`config.mk`:
```
export PLATFORM = sky130hd
export DESIGN_NAME = fdc_top
export DESIGN_NICKNAME = d
export VERILOG_FILES = /design/src/fdc_pkg.sv /design/src/fdc_timer.sv /design/src/fdc_top.sv
export VERILOG_INCLUDE_DIRS = /design/src
export SDC_FILE = /design/constraint.sdc
export NUM_CORES = 1
export LEC_CHECK = 0
export ABC_AREA = 1
export BUFFER_PORTS_ARGS = -buffer_cell sky130_fd_sc_hd__clkbuf_2
export CAP_MARGIN = 40
export CORE_MARGIN = 3
export CORE_UTILIZATION = 62
export CTS_BUF_LIST = sky130_fd_sc_hd__clkbuf_8
export CTS_CLUSTER_DIAMETER = 40
export DETAILED_ROUTE_END_ITERATION = 8
export GPL_TIMING_DRIVEN = 0
export PLACE_DENSITY = 0.87
export SETUP_SLACK_MARGIN = 0.4
export SYNTH_ARGS = -nofsm -noshare
export SYNTH_HDL_FRONTEND = slang
export SYNTH_SLANG_ARGS = --single-unit
```
`constraint.sdc`:
```
create_clock -name clk -period 1.9 [get_ports clk]
set_clock_uncertainty 0.05 [all_clocks]
set_input_delay 0.19 -clock clk [delete_from_list [all_inputs] [get_ports clk]]
set_output_delay 0.19 -clock clk [all_outputs]
set_load 0.02 [all_outputs]
```
`src/fdc_cfg.svh`:
```
// flash driver control: offsets, field positions, reset values, timing
// assumes inclusion by fdc_top.sv, fdc_timer.sv and the testbench
`ifndef FDC_CFG_SVH
`define FDC_CFG_SVH

// ************************************************************
// register offsets
// ************************************************************
`define FDC_ADDR_GP 8'h10
`define FDC_ADDR_CUR 8'ha0
`define FDC_ADDR_OPT 8'hb0
`define FDC_ADDR_HI 8'hc0
`define FDC_ADDR_LO 8'hd0

// ************************************************************
// power-on values
// ************************************************************
`define FDC_RST_GP 8'h00
`define FDC_RST_CUR 8'hf8
`define FDC_RST_OPT 8'h80
`define FDC_RST_HI 8'hf9
`define FDC_RST_LO 8'hc6

// ************************************************************
// field positions
// ************************************************************
`define FDC_GP_TORCH 0
`define FDC_GP_CHARGE 1
`define FDC_GP_FLASH 2
`define FDC_GP_LVL_LO 3
`define FDC_GP_LVL_HI 4
`define FDC_GP_GATE 5
`define FDC_GP_SENSE 6
`define FDC_GP_IND 7
`define FDC_CUR_TORCH_LSB 0
`define FDC_CUR_FLASH_LSB 3
`define FDC_OPT_DUR_LSB 0
`define FDC_OPT_STRB 4
`define FDC_OPT_OH_LSB 5
`define FDC_THR_W 6

// ************************************************************
// timing
// ************************************************************
`define FDC_CLK_MHZ 125
`define FDC_STEP_MS 16
`define FDC_LONG_MS 512
`define FDC_STEP_CYCLES (`FDC_STEP_MS * `FDC_CLK_MHZ * 1000)
`define FDC_LONG_STEPS (`FDC_LONG_MS / `FDC_STEP_MS)

`endif

```
`src/fdc_pkg.sv`:
```
// flash driver control: shared types
// assumes nothing beyond a SystemVerilog compiler
package fdc_pkg;

  // ************************************************************
  // flash sequencer states
  // ************************************************************
  typedef enum logic [2:0]
  {
    FDC_IDLE = 3'b001,
    FDC_FIRE = 3'b010,
    FDC_DONE = 3'b100
  } fdc_state_e;

  // ************************************************************
  // state of the top module
  // ************************************************************
  typedef struct packed
  {
    logic [7:0] gp;
    logic [7:0] cur;
    logic [7:0] opt;
    logic [7:0] hi;
    logic [7:0] lo;
    logic [7:0] rdata;
    logic [3:0] s1;
    logic [3:0] s2;
    logic [3:0] s3;
    logic [3:0] filt;
    logic strb_prev;
    fdc_state_e st;
  } fdc_top_s;

  // ************************************************************
  // state of the time-out timer
  // ************************************************************
  typedef struct packed
  {
    logic run;
    logic [31:0] presc;
    logic [5:0] steps;
    logic [5:0] target;
    logic expired;
  } fdc_tmr_s;

endpackage : fdc_pkg

```
`src/fdc_timer.sv`:
```
// flash time-out timer: counts 16 ms steps up to the selected duration
// assumes a start pulse on flash entry and a stop pulse on flash exit
`timescale 1ns/1ps
`include "fdc_cfg.svh"

module fdc_timer
#(
  parameter int unsigned STEP_CYCLES = `FDC_STEP_CYCLES
)
(
  input wire logic clk,
  input wire logic reset_n,
  input wire logic start,
  input wire logic stop,
  input wire logic [3:0] dur_code,
  output logic expired
);

  fdc_pkg::fdc_tmr_s q;
  fdc_pkg::fdc_tmr_s d;

  // ************************************************************
  // next state
  // ************************************************************
  // prescaler makes one step per 16 ms, steps count to the target
  always_comb
  begin
    d = q;
    d.expired = 1'b0;
    if (start)
    begin
      d.run = 1'b1;
      d.presc = 32'h0;
      d.steps = 6'h0;
      // codes 0..14 give k+1 steps, all-ones gives the long time
      if (dur_code == 4'hf)
        d.target = 6'(`FDC_LONG_STEPS);
      else
        d.target = 6'(dur_code) + 6'h1;
    end
    else if (stop)
      d.run = 1'b0;
    else if (q.run)
    begin
      if (q.presc == STEP_CYCLES - 1)
      begin
        d.presc = 32'h0;
        d.steps = q.steps + 6'h1;
        if (q.steps + 6'h1 == q.target)
        begin
          d.run = 1'b0;
          d.expired = 1'b1; // ends flash on time-out
        end
      end
      else
        d.presc = q.presc + 32'h1;
    end
  end

  // state register
  always_ff @(posedge clk or negedge reset_n)
  begin
    if (!reset_n)
      q <= '0;
    else
      q <= d;
  end

  assign expired = q.expired;

endmodule : fdc_timer

```
`src/fdc_top.sv`:
```
// flash driver control registers, mode decode and flash sequencing
// assumes the serial bus engine drives reg_wr/reg_rd with address and data,
// and that comparators outside report charge and sense levels
//
// What this block does
// - mode bits: 000 off, 001 torch, 010 charge, 011 both, 1xx flash.
// - charge level bits 4:3 pick optimal, 4.5, 5.0 or 5.3 V target.
// - gating bit clear: no flash until end of charge reached.
// - gating bit set: flash may start without end of charge.
// - bit 6 enables sensing; when clear sensing never alters current.
// - bit 7 turns the indicator source on, zero turns it off.
// - torch code: 60 mA at zero, 20 mA steps, 200 mA at seven.
// - flash code: 30 mV at zero, 10 mV steps, 100 mV at seven.
// - strobe select zero means edge trigger, one means level follow.
// - duration code k gives 16 ms times k+1; all ones gives 512 ms.
// - overhead code: 300 mV at zero, 100 mV steps, up to 1 V.
// - sense threshold code N means trip at 1 V times N over 63.
// - end-of-charge flag in charge mode when target reached, 95% or optimal level.
// - sensing on and above lower trip: flash drops to 70%.
// - sensing on and above upper trip: no flash may start.
`timescale 1ns/1ps
`include "fdc_cfg.svh"

module fdc_top
#(
  parameter int unsigned STEP_CYCLES = `FDC_STEP_CYCLES
)
(
  input wire logic clk,
  input wire logic reset_n,
  input wire logic reg_wr,
  input wire logic reg_rd,
  input wire logic [7:0] reg_addr,
  input wire logic [7:0] reg_wdata,
  output logic [7:0] reg_rdata,
  input wire logic strobe,
  input wire logic charge_done,
  input wire logic above_upper,
  input wire logic above_lower,
  output logic mode_torch,
  output logic mode_charge,
  output logic mode_flash,
  output logic [1:0] charge_level,
  output logic eoc_flag,
  output logic sense_enable,
  output logic indicator_enable,
  output logic [2:0] torch_code,
  output logic [2:0] flash_fb_code,
  output logic [2:0] overhead_voltage_code,
  output logic [5:0] sense_upper_code,
  output logic [5:0] sense_lower_code,
  output logic flash_on,
  output logic flash_reduced
);

  fdc_pkg::fdc_top_s q;
  fdc_pkg::fdc_top_s d;
  logic expired;
  logic tmr_start;
  logic tmr_stop;
  logic strobe_f;
  logic eoc_ok;
  logic upper_f;
  logic lower_f;
  logic gate_bit;
  logic strobe_sensitivity_sel;
  logic start_req;
  logic allowed;

  // ************************************************************
  // decode of register fields
  // ************************************************************
  // mode is a pure function of the stored bits, so a write acts next cycle
  assign mode_flash = q.gp[`FDC_GP_FLASH];
  assign mode_torch = ~q.gp[`FDC_GP_FLASH] & q.gp[`FDC_GP_TORCH];
  assign mode_charge = ~q.gp[`FDC_GP_FLASH] & q.gp[`FDC_GP_CHARGE];
  assign charge_level = q.gp[`FDC_GP_LVL_HI:`FDC_GP_LVL_LO];
  assign gate_bit = q.gp[`FDC_GP_GATE];
  assign sense_enable = q.gp[`FDC_GP_SENSE];
  assign indicator_enable = q.gp[`FDC_GP_IND];
  assign torch_code = q.cur[`FDC_CUR_TORCH_LSB +: 3];
  assign flash_fb_code = q.cur[`FDC_CUR_FLASH_LSB +: 3];
  assign overhead_voltage_code = q.opt[`FDC_OPT_OH_LSB +: 3];
  assign strobe_sensitivity_sel = q.opt[`FDC_OPT_STRB];
  assign sense_upper_code = q.hi[`FDC_THR_W-1:0];
  assign sense_lower_code = q.lo[`FDC_THR_W-1:0];
  assign reg_rdata = q.rdata;

  // filtered pin levels
  assign strobe_f = q.filt[0];
  assign eoc_ok = q.filt[1];
  assign upper_f = q.filt[2];
  assign lower_f = q.filt[3];

  // ************************************************************
  // flash qualification and outputs
  // ************************************************************
  // level mode follows the pin, edge mode fires on a rising edge
  assign start_req = strobe_sensitivity_sel ? strobe_f
                   : (strobe_f & ~q.strb_prev);
  // gating waits for charge; sensing above upper trip blocks start
  assign allowed = mode_flash & (gate_bit | eoc_ok)
                 & ~(sense_enable & upper_f);
  assign flash_on = (q.st == fdc_pkg::FDC_FIRE);
  assign flash_reduced = flash_on & sense_enable & lower_f;
  assign eoc_flag = mode_charge & eoc_ok;
  assign tmr_start = (q.st == fdc_pkg::FDC_IDLE)
                   & (d.st == fdc_pkg::FDC_FIRE);
  assign tmr_stop = flash_on & (d.st != fdc_pkg::FDC_FIRE);

  // ************************************************************
  // next state
  // ************************************************************
  always_comb
  begin
    d = q;
    // three-stage pin synchronisers, a change counts when stages agree
    d.s1 = {above_lower, above_upper, charge_done, strobe};
    d.s2 = q.s1;
    d.s3 = q.s2;
    d.filt = (~(q.s2 ^ q.s3) & q.s3) | ((q.s2 ^ q.s3) & q.filt);
    d.strb_prev = q.filt[0];
    // register writes, unmapped addresses ignored
    if (reg_wr)
    begin
      case (reg_addr)
        `FDC_ADDR_GP: d.gp = reg_wdata;
        `FDC_ADDR_CUR: d.cur = reg_wdata;
        `FDC_ADDR_OPT: d.opt = reg_wdata;
        `FDC_ADDR_HI: d.hi = reg_wdata;
        `FDC_ADDR_LO: d.lo = reg_wdata;
        default: d.gp = q.gp;
      endcase
    end
    // register reads, unmapped addresses return zero
    if (reg_rd)
    begin
      case (reg_addr)
        `FDC_ADDR_GP: d.rdata = q.gp;
        `FDC_ADDR_CUR: d.rdata = q.cur;
        `FDC_ADDR_OPT: d.rdata = q.opt;
        `FDC_ADDR_HI: d.rdata = q.hi;
        `FDC_ADDR_LO: d.rdata = q.lo;
        default: d.rdata = 8'h00;
      endcase
    end
    // flash sequencer
    case (q.st)
      fdc_pkg::FDC_IDLE:
      begin
        if (start_req & allowed)
          d.st = fdc_pkg::FDC_FIRE;
      end
      fdc_pkg::FDC_FIRE:
      begin
        if (!mode_flash)
          d.st = fdc_pkg::FDC_IDLE;
        else if (expired)
          d.st = fdc_pkg::FDC_DONE;
        else if (strobe_sensitivity_sel & ~strobe_f)
          d.st = fdc_pkg::FDC_IDLE;
      end
      fdc_pkg::FDC_DONE:
      begin
        // hold off until strobe drops so a held strobe cannot refire
        if (!mode_flash | !strobe_f)
          d.st = fdc_pkg::FDC_IDLE;
      end
      default: d.st = fdc_pkg::FDC_IDLE;
    endcase
  end

  // state register with power-on values
  always_ff @(posedge clk or negedge reset_n)
  begin
    if (!reset_n)
    begin
      q <= '0;
      q.gp <= `FDC_RST_GP;
      q.cur <= `FDC_RST_CUR;
      q.opt <= `FDC_RST_OPT;
      q.hi <= `FDC_RST_HI;
      q.lo <= `FDC_RST_LO;
      q.st <= fdc_pkg::FDC_IDLE;
    end
    else
      q <= d;
  end

  // ************************************************************
  // time-out timer
  // ************************************************************
  fdc_timer
  #(
    .STEP_CYCLES(STEP_CYCLES)
  )
  u_timer
  (
    .clk(clk),
    .reset_n(reset_n),
    .start(tmr_start),
    .stop(tmr_stop),
    .dur_code(q.opt[`FDC_OPT_DUR_LSB +: 4]),
    .expired(expired)
  );

  // ************************************************************
  // checks
  // ************************************************************
  property p_mode_flash;
    @(posedge clk) disable iff (!reset_n)
    q.gp[`FDC_GP_FLASH] |-> mode_flash && !mode_torch && !mode_charge;
  endproperty
  a_mode_flash: assert property (p_mode_flash)
    else $error("flash bit did not override lower mode bits");

  property p_gate_hold;
    @(posedge clk) disable iff (!reset_n)
    $rose(flash_on) |-> $past(gate_bit | eoc_ok);
  endproperty
  a_gate_hold: assert property (p_gate_hold)
    else $error("flash started without charge while gated");

  property p_gate_open;
    @(posedge clk) disable iff (!reset_n)
    (q.st == fdc_pkg::FDC_IDLE) && start_req && mode_flash && gate_bit
      && !eoc_ok && !(sense_enable && upper_f) |=> flash_on;
  endproperty
  a_gate_open: assert property (p_gate_open)
    else $error("ungated flash did not start");

  property p_sense_off;
    @(posedge clk) disable iff (!reset_n)
    !sense_enable |-> !flash_reduced;
  endproperty
  a_sense_off: assert property (p_sense_off)
    else $error("sensing disabled yet current reduced");

  property p_write_next;
    @(posedge clk) disable iff (!reset_n)
    reg_wr && (reg_addr == `FDC_ADDR_GP)
      |=> indicator_enable == $past(reg_wdata[`FDC_GP_IND]);
  endproperty
  a_write_next: assert property (p_write_next)
    else $error("indicator did not follow write on next cycle");

  property p_timeout;
    @(posedge clk) disable iff (!reset_n)
    flash_on && expired && mode_flash
      |=> !flash_on && (q.st == fdc_pkg::FDC_DONE);
  endproperty
  a_timeout: assert property (p_timeout)
    else $error("flash continued after time-out");

  property p_level_follow;
    @(posedge clk) disable iff (!reset_n)
    flash_on && strobe_sensitivity_sel && !strobe_f |=> !flash_on;
  endproperty
  a_level_follow: assert property (p_level_follow)
    else $error("level strobe low but flash stayed on");

  property p_upper_block;
    @(posedge clk) disable iff (!reset_n)
    $rose(flash_on) |-> $past(!(sense_enable && upper_f));
  endproperty
  a_upper_block: assert property (p_upper_block)
    else $error("flash started above upper trip");

  property p_reduce;
    @(posedge clk) disable iff (!reset_n)
    flash_on && sense_enable && $past(above_lower, 3)
      && $past(above_lower, 4) |-> flash_reduced;
  endproperty
  a_reduce: assert property (p_reduce)
    else $error("current not reduced above lower trip");

  property p_eoc;
    @(posedge clk) disable iff (!reset_n)
    eoc_flag |-> mode_charge && $past(charge_done, 4);
  endproperty
  a_eoc: assert property (p_eoc)
    else $error("end of charge flagged without charge mode and target");

endmodule : fdc_top

```
==> results of run 1 <==
-- final cells by class --
type / count / area [µm²]
Multi-Input combinational cell: 577 / 3030
Clock inverter: 15 / 151
Inverter: 92 / 360
Tap cell: 133 / 166
Buffer: 52 / 397
Clock buffer: 17 / 234
Sequential cell: 113 / 2850
Timing Repair Buffer: 109 / 848
Fill cell: 537 / 1870
-- worst max-delay path, stage by stage, from the launching register on --
cell and delay (ns):
dfrtp_1 0.51, nand3_1 0.24, inv_1 0.17, nand3_1 0.15, nor2_1 0.28, nand3_1 0.14
nand2_1 0.10, inv_1 0.04, nand2_1 0.08, nand2_1 0.07
-- registers in the layout, indices dropped and copies added, names as in the netlist, 6 cells and up --
name and flops:
sense_lower_code 6, u_timer.q 44, d 9, q 22, reg_rdata 8, sense_upper_code 6
-- cells in the final DEF (no fill, tap or decap), types with 4 or more instances in the layout --
master / synthesis / final
nand3_1: 61 / 61
nand2_2: 12 / 35
dfrtp_1: 96 / 93
o21ai_1: 9 / 13
buf_6: 4 / 21
nor3_1: 20 / 19
nor2_4: 6 / 11
nor3_4: 5 / 6
buf_2: 5 / 8
o21a_1: 11 / 11
clkbuf_8: 0 / 18
dlygate4sd3_1: 0 / 11
xor2_1: 15 / 15
nand4_1: 14 / 14
nand3_4: 2 / 4
maj3_1: 4 / 4
o21ai_0: 40 / 36
clkbuf_2: 0 / 46
dfstp_2: 17 / 17
clkinv_4: 0 / 5
inv_1: 89 / 84
buf_4: 36 / 63
nand2_1: 281 / 252
o21ai_2: 6 / 6
nor2_1: 66 / 60
inv_6: 0 / 4
nand2_4: 0 / 6
inv_2: 2 / 4
buf_8: 0 / 5
-- stage by stage --
stage	cell area, µm²	instances	utilization (%)
floorplan	6420	834	-
global placement	6890	1028	69.5
detailed placement	6930	1029	69.9
CTS	7730	1091	78.0
global route	8040	1108	81.1
finish	8040	1108	81.1
-- path summary, 6_finish.rpt --
kind	startpoint	endpoint	cells after the start
max in group asynchronous	reset_n	q[42]	3
setup reg to reg	u_timer.q[15]	u_timer.q[42]	9
min in group asynchronous	reset_n	u_timer.q[35]	2
hold / removal	reg_wdata[5]	sense_upper_code[5]	3
setup / recovery	u_timer.q[15]	u_timer.q[42]	9
hold reg to reg	d[15]	d[11]	0
-- what timing repair did --
action | 4_1_cts | 5_1_grt
hold buffers | 11 | 0
hold endpoints to repair | 111 | 0
cloned | 0 | 3
endpoints found under the setup margin | 57 | 61
gates resized for setup | 46 | 81
buffers inserted | 19 | 14
pin swaps | 4 | 18
-- layer usage --
layer	part of all wire [%]	global-route usage (%)	wire (µm)
met1	36	40.7	7370
met5	0	0	0
met4	6.1	10.7	1250
met2	46	47.8	9470
met3	12	9.00	2430
-- power groups by stage --
stage               Combinational (mW)  Clock, mW  Sequential, mW
global route                      1.39       2.37            2.75
floorplan                        0.646          0            2.73
global placement                 0.896          0            2.75
detailed placement               0.923          0            2.76
finish                            1.31       2.26            2.74
CTS                               1.05       2.23            2.72
-- logic make-up (layout without fill, tap and decap cells) --
kind of cell	count (synthesis)	in the layout	share of synthesized area [%]
buf+inv	144	285	11.2
xor+xnor	16	16	2.19
flops	113	113	44.6
simple gates	481	481	34.2
compound gates	73	73	6.64
fa+ha+maj	7	7	1.21
==> summary.txt, run 1 <==
Post-synth top flop: dfrtp_1
area fraction of the dominant cell type after synthesis: 37.6%
Pins Over Slew Limit: 0
core footprint: 9910 µm²
syn_nets: 861
Initial Util: 64.5%
antenna-violating nets left: 0
Ant. Diodes: 0
synth cell count leaders: nand2_1, dfrtp_1, inv_1
Final min period: 1.94 ns
FFs w/ async S/R, synth: 100%
status: complete, but fails checks
post-synthesis sequential area ratio: 44.6%
RSZ-0062 raised after global routing: yes
first-pass GRT wire length: 27.3 mm
die width: 108 µm
period utilisation layout: 102%
initial antenna violation count: 0
Remaining DRCs: 0
post-synth top area cell: dfrtp_1
Reg power frac: 43.4%
failing checks: negative setup slack
hold crit path type: in -> reg
Slew @ Worst Pin: 0.543 ns
combinational power share: 20.8%
Detailed Route Iter0 Violations: 810
Root Buffer: clkbuf_8
via count: 6583
Clk Latency, worst-skew pair: 0.46 ns
largest net degree at the start of global routing: 80
Clock Path Buffers: 2
WL/cell: 18.5 µm
CTS tree: done
fraction of layout cells with a size suffix above 1: 29.3%
clk slew on worst S/H paths: 0.08 ns
Pint: 4.16 mW
Placement Setup Slack: -0.000305 ns
drt total wl: 20.5 mm
post-synthesis register bit count: 113
Mapped Area: 6390 µm²
Fin. Hold Viols: 0
die area: 11600 µm²
# setup viols final: 1
IO buf count: 61
Switching Power: 2.15 mW
register-to-register setup slack: -0.04 ns
startpoint types: flop
Overall Global Routing Usage: 30.6%
Placer Congestion: 0.983
Max VDD drop: 0.912 mV
Leak: 3.95 nW
Chip Height: 108 µm
vias in the first global route: 5582
syn_area_per_cell: 7.66 µm²
cell with the most instances after synthesis: nand2_1
Critical Path RT: 2.20 ns
setup ws final: -0.0447 ns
Clk pwr share: 35.8%
Inserted Clock Buffers: 17
Distinct cells, synth: 36
Mapped Cells: 834
area grow syn2layout: 25.8%
# clock sinks: 113
pwr/cell area: 785 nW/µm²
DP HPWL: 10.8 mm
Post-synth EDFFs: 0
Hold Slack: 0.0485 ns
Area contributors post-synth: dfrtp_1, nand2_1, dfstp_2, inv_1, nand3_1
Max Clock Freq: 514 MHz
router iterations before antenna repair: 9
total power: 6.31 mW
Via density: 5.94
total gr overflow: 0
CP arrival: 2.25 ns
Ports: 63
crit end category: flop
Crit Path Category: reg -> reg
Sw Share: 34.1%
synthesis warning total: 0
site row count: 36
Maximum Capacitance Violations: 0
htree depth: 4
Slew headroom: 63.5%
CP max FO: 6
setup tns final: -0.0447 ns
Final nets: 989
Power figures use the tool's default switching activity.
==> inputs of run 2 (changes only) <==
Settings changed: CORE_UTILIZATION 62 to 56, GPL_TIMING_DRIVEN 0 to not set, PLACE_DENSITY 0.87 to 0.83.
Clock period 1.9 ns to 1.7 ns, I/O delays scaled along.
==> summary.txt, run 2 (synthesis gave the netlist of run 1 again) <==
antenna-violating nets left: 0
Placer Congestion: 0.890
Chip Height: 113 µm
Final Util: 79.1%
fraction of layout cells with a size suffix above 1: 34.4%
Critical Path RT: 2.00 ns
crit end category: flop
CP startpoint: eoc_ok
initial antenna violation count: 0
Maximum Capacitance Violations: 0
Slew @ Worst Pin: 0.499 ns
# clock sinks: 113
Final min period: 1.86 ns
via count: 6580
total power: 7.88 mW
# setup viols final: 46
Max VDD drop: 1.12 mV
Leak: 4.17 nW
Clk Latency, worst-skew pair: 0.46 ns
failing checks: negative setup slack
pwr/cell area: 908 nW/µm²
DP HPWL: 11.2 mm
WL/cell: 18.7 µm
clk slew on worst S/H paths: 0.08 ns
drt total wl: 21.3 mm
first-pass GRT wire length: 30.1 mm
Ant. Diodes: 0
Inserted Clock Buffers: 17
HP Start: reg_rd
setup tns final: -4.25 ns
Fin. Hold Viols: 0
area grow syn2layout: 35.9%
Clock Path Buffers: 2
router iterations before antenna repair: 6
die width: 113 µm
IO buf count: 62
setup ws final: -0.155 ns
Largest register FFs: 44
hold crit path type: in -> reg
vias in the first global route: 6202
Remaining DRCs: 0
largest net degree at the start of global routing: 30
Fillers: 626
Root Buffer: clkbuf_8
RSZ-0062 raised after global routing: yes
Slew headroom: 66.6%
period utilisation layout: 109%
status: complete, but fails checks
most frequent cells in the layout: nand2_1, dfrtp_1, inv_1, buf_4, nor2_1
worst r2r src: eoc_ok
Biggest register: u_timer.q
Crit Path Category: reg -> reg
CP max FO: 8
Max Clock Freq: 539 MHz
core footprint: 11000 µm²
Ports: 63
CP arrival: 2.15 ns
Overall Global Routing Usage: 29.9%
Initial Util: 58.2%
Via density: 5.78
Final nets: 1012
register-to-register setup slack: -0.16 ns
total gr overflow: 0
Pins Over Slew Limit: 0
leading cell type in the layout, fill and taps excluded: nand2_1
site row count: 38
Detailed Route Iter0 Violations: 741
startpoint types: flop
die area: 12700 µm²
htree depth: 4
CTS tree: done
[run 2: cell types whose count changed in the layout (fill, tap and decap cells not counted), sizes merged]
cell | before | now
inv | 98 | 96
bufinv | 1 | 4
nand2 | 293 | 294
clkinvlp | 2 | 1
clkbuf | 68 | 55
dlygate4sd3 | 11 | 10
clkinv | 6 | 5
nor2 | 73 | 74
buf | 99 | 135
[run 2: critical path: stages (launching register included)]
cell     delay (ns)
dfrtp_1        0.39
nor2_1         0.08
a21oi_1        0.30
nand3_2        0.18
buf_6          0.18
nand2_4        0.08
nand2_8        0.07
buf_12         0.15
buf_16         0.14
nand2_2        0.07
nand2_2        0.05
[run 2: path summary, 6_finish.rpt]
check                           cells past startpoint                  end
worst max-delay path                               10        u_timer.q[20]
worst max register to register                     10        u_timer.q[20]
worst min-delay path                                3         reg_rdata[3]
min in group asynchronous                           2        u_timer.q[22]
worst min register to register                      0                d[11]
max in group asynchronous                           3  sense_upper_code[5]
[run 2: per-stage QoR]
stage	area (µm²)	std cells	hold slack, ns	worst slack, ns
after global placement	7070	1050	0.0801	-0.135
after detailed placement	7070	1050	0.0770	-0.210
after CTS	8280	1125	0.0146	-0.0458
final	8680	1138	0.0456	-0.155
after floorplan	6440	834	-0.176	0.0724
after global routing	8680	1138	0.0240	-0.179
[run 2: layout make-up]
type                       count  area [µm²]  share of cell area, %
timing repair buffer         182        1640                   18.9
clock buffer                  18         248                   2.85
inverter                      92         373                   4.29
multi-input combinational    579        3190                   36.7
tap                          140         175                   2.02
sequential                   113        2860                   32.9
clock inverter                14         201                   2.32
[run 2: what timing repair did]
| action | in CTS | in global routing |
|---|---|---|
| resized for setup | 96 | 109 |
| setup endpoints to repair | 63 | 82 |
| hold buffers | 10 | 0 |
| endpoints found under the hold margin | 110 | 0 |
| cloned | 4 | 0 |
| pin swaps | 16 | 26 |
| setup buffers | 29 | 13 |
[run 2: power breakdown]
part           leakage [nW]  internal (mW)  total (mW)  switching (mW)
logic                  2.51          0.870        1.89            1.02
clock network         0.226           1.66        2.93            1.26
registers              1.44           2.89        3.07           0.180
total                  4.17           5.42        7.88            2.46
[run 2: per-layer routing]
layer / up-vias / share of wire [%] / wire [µm] / track usage [%]
li1: 2918 / - / - / -
met1: 3084 / 36 / 7720 / 34.3
met2: 452 / 49 / 10500 / 51.0
met3: 126 / 8.3 / 1770 / 8.40
met4: 0 / 6.2 / 1310 / 15.6
met5: - / 0 / 0 / 0
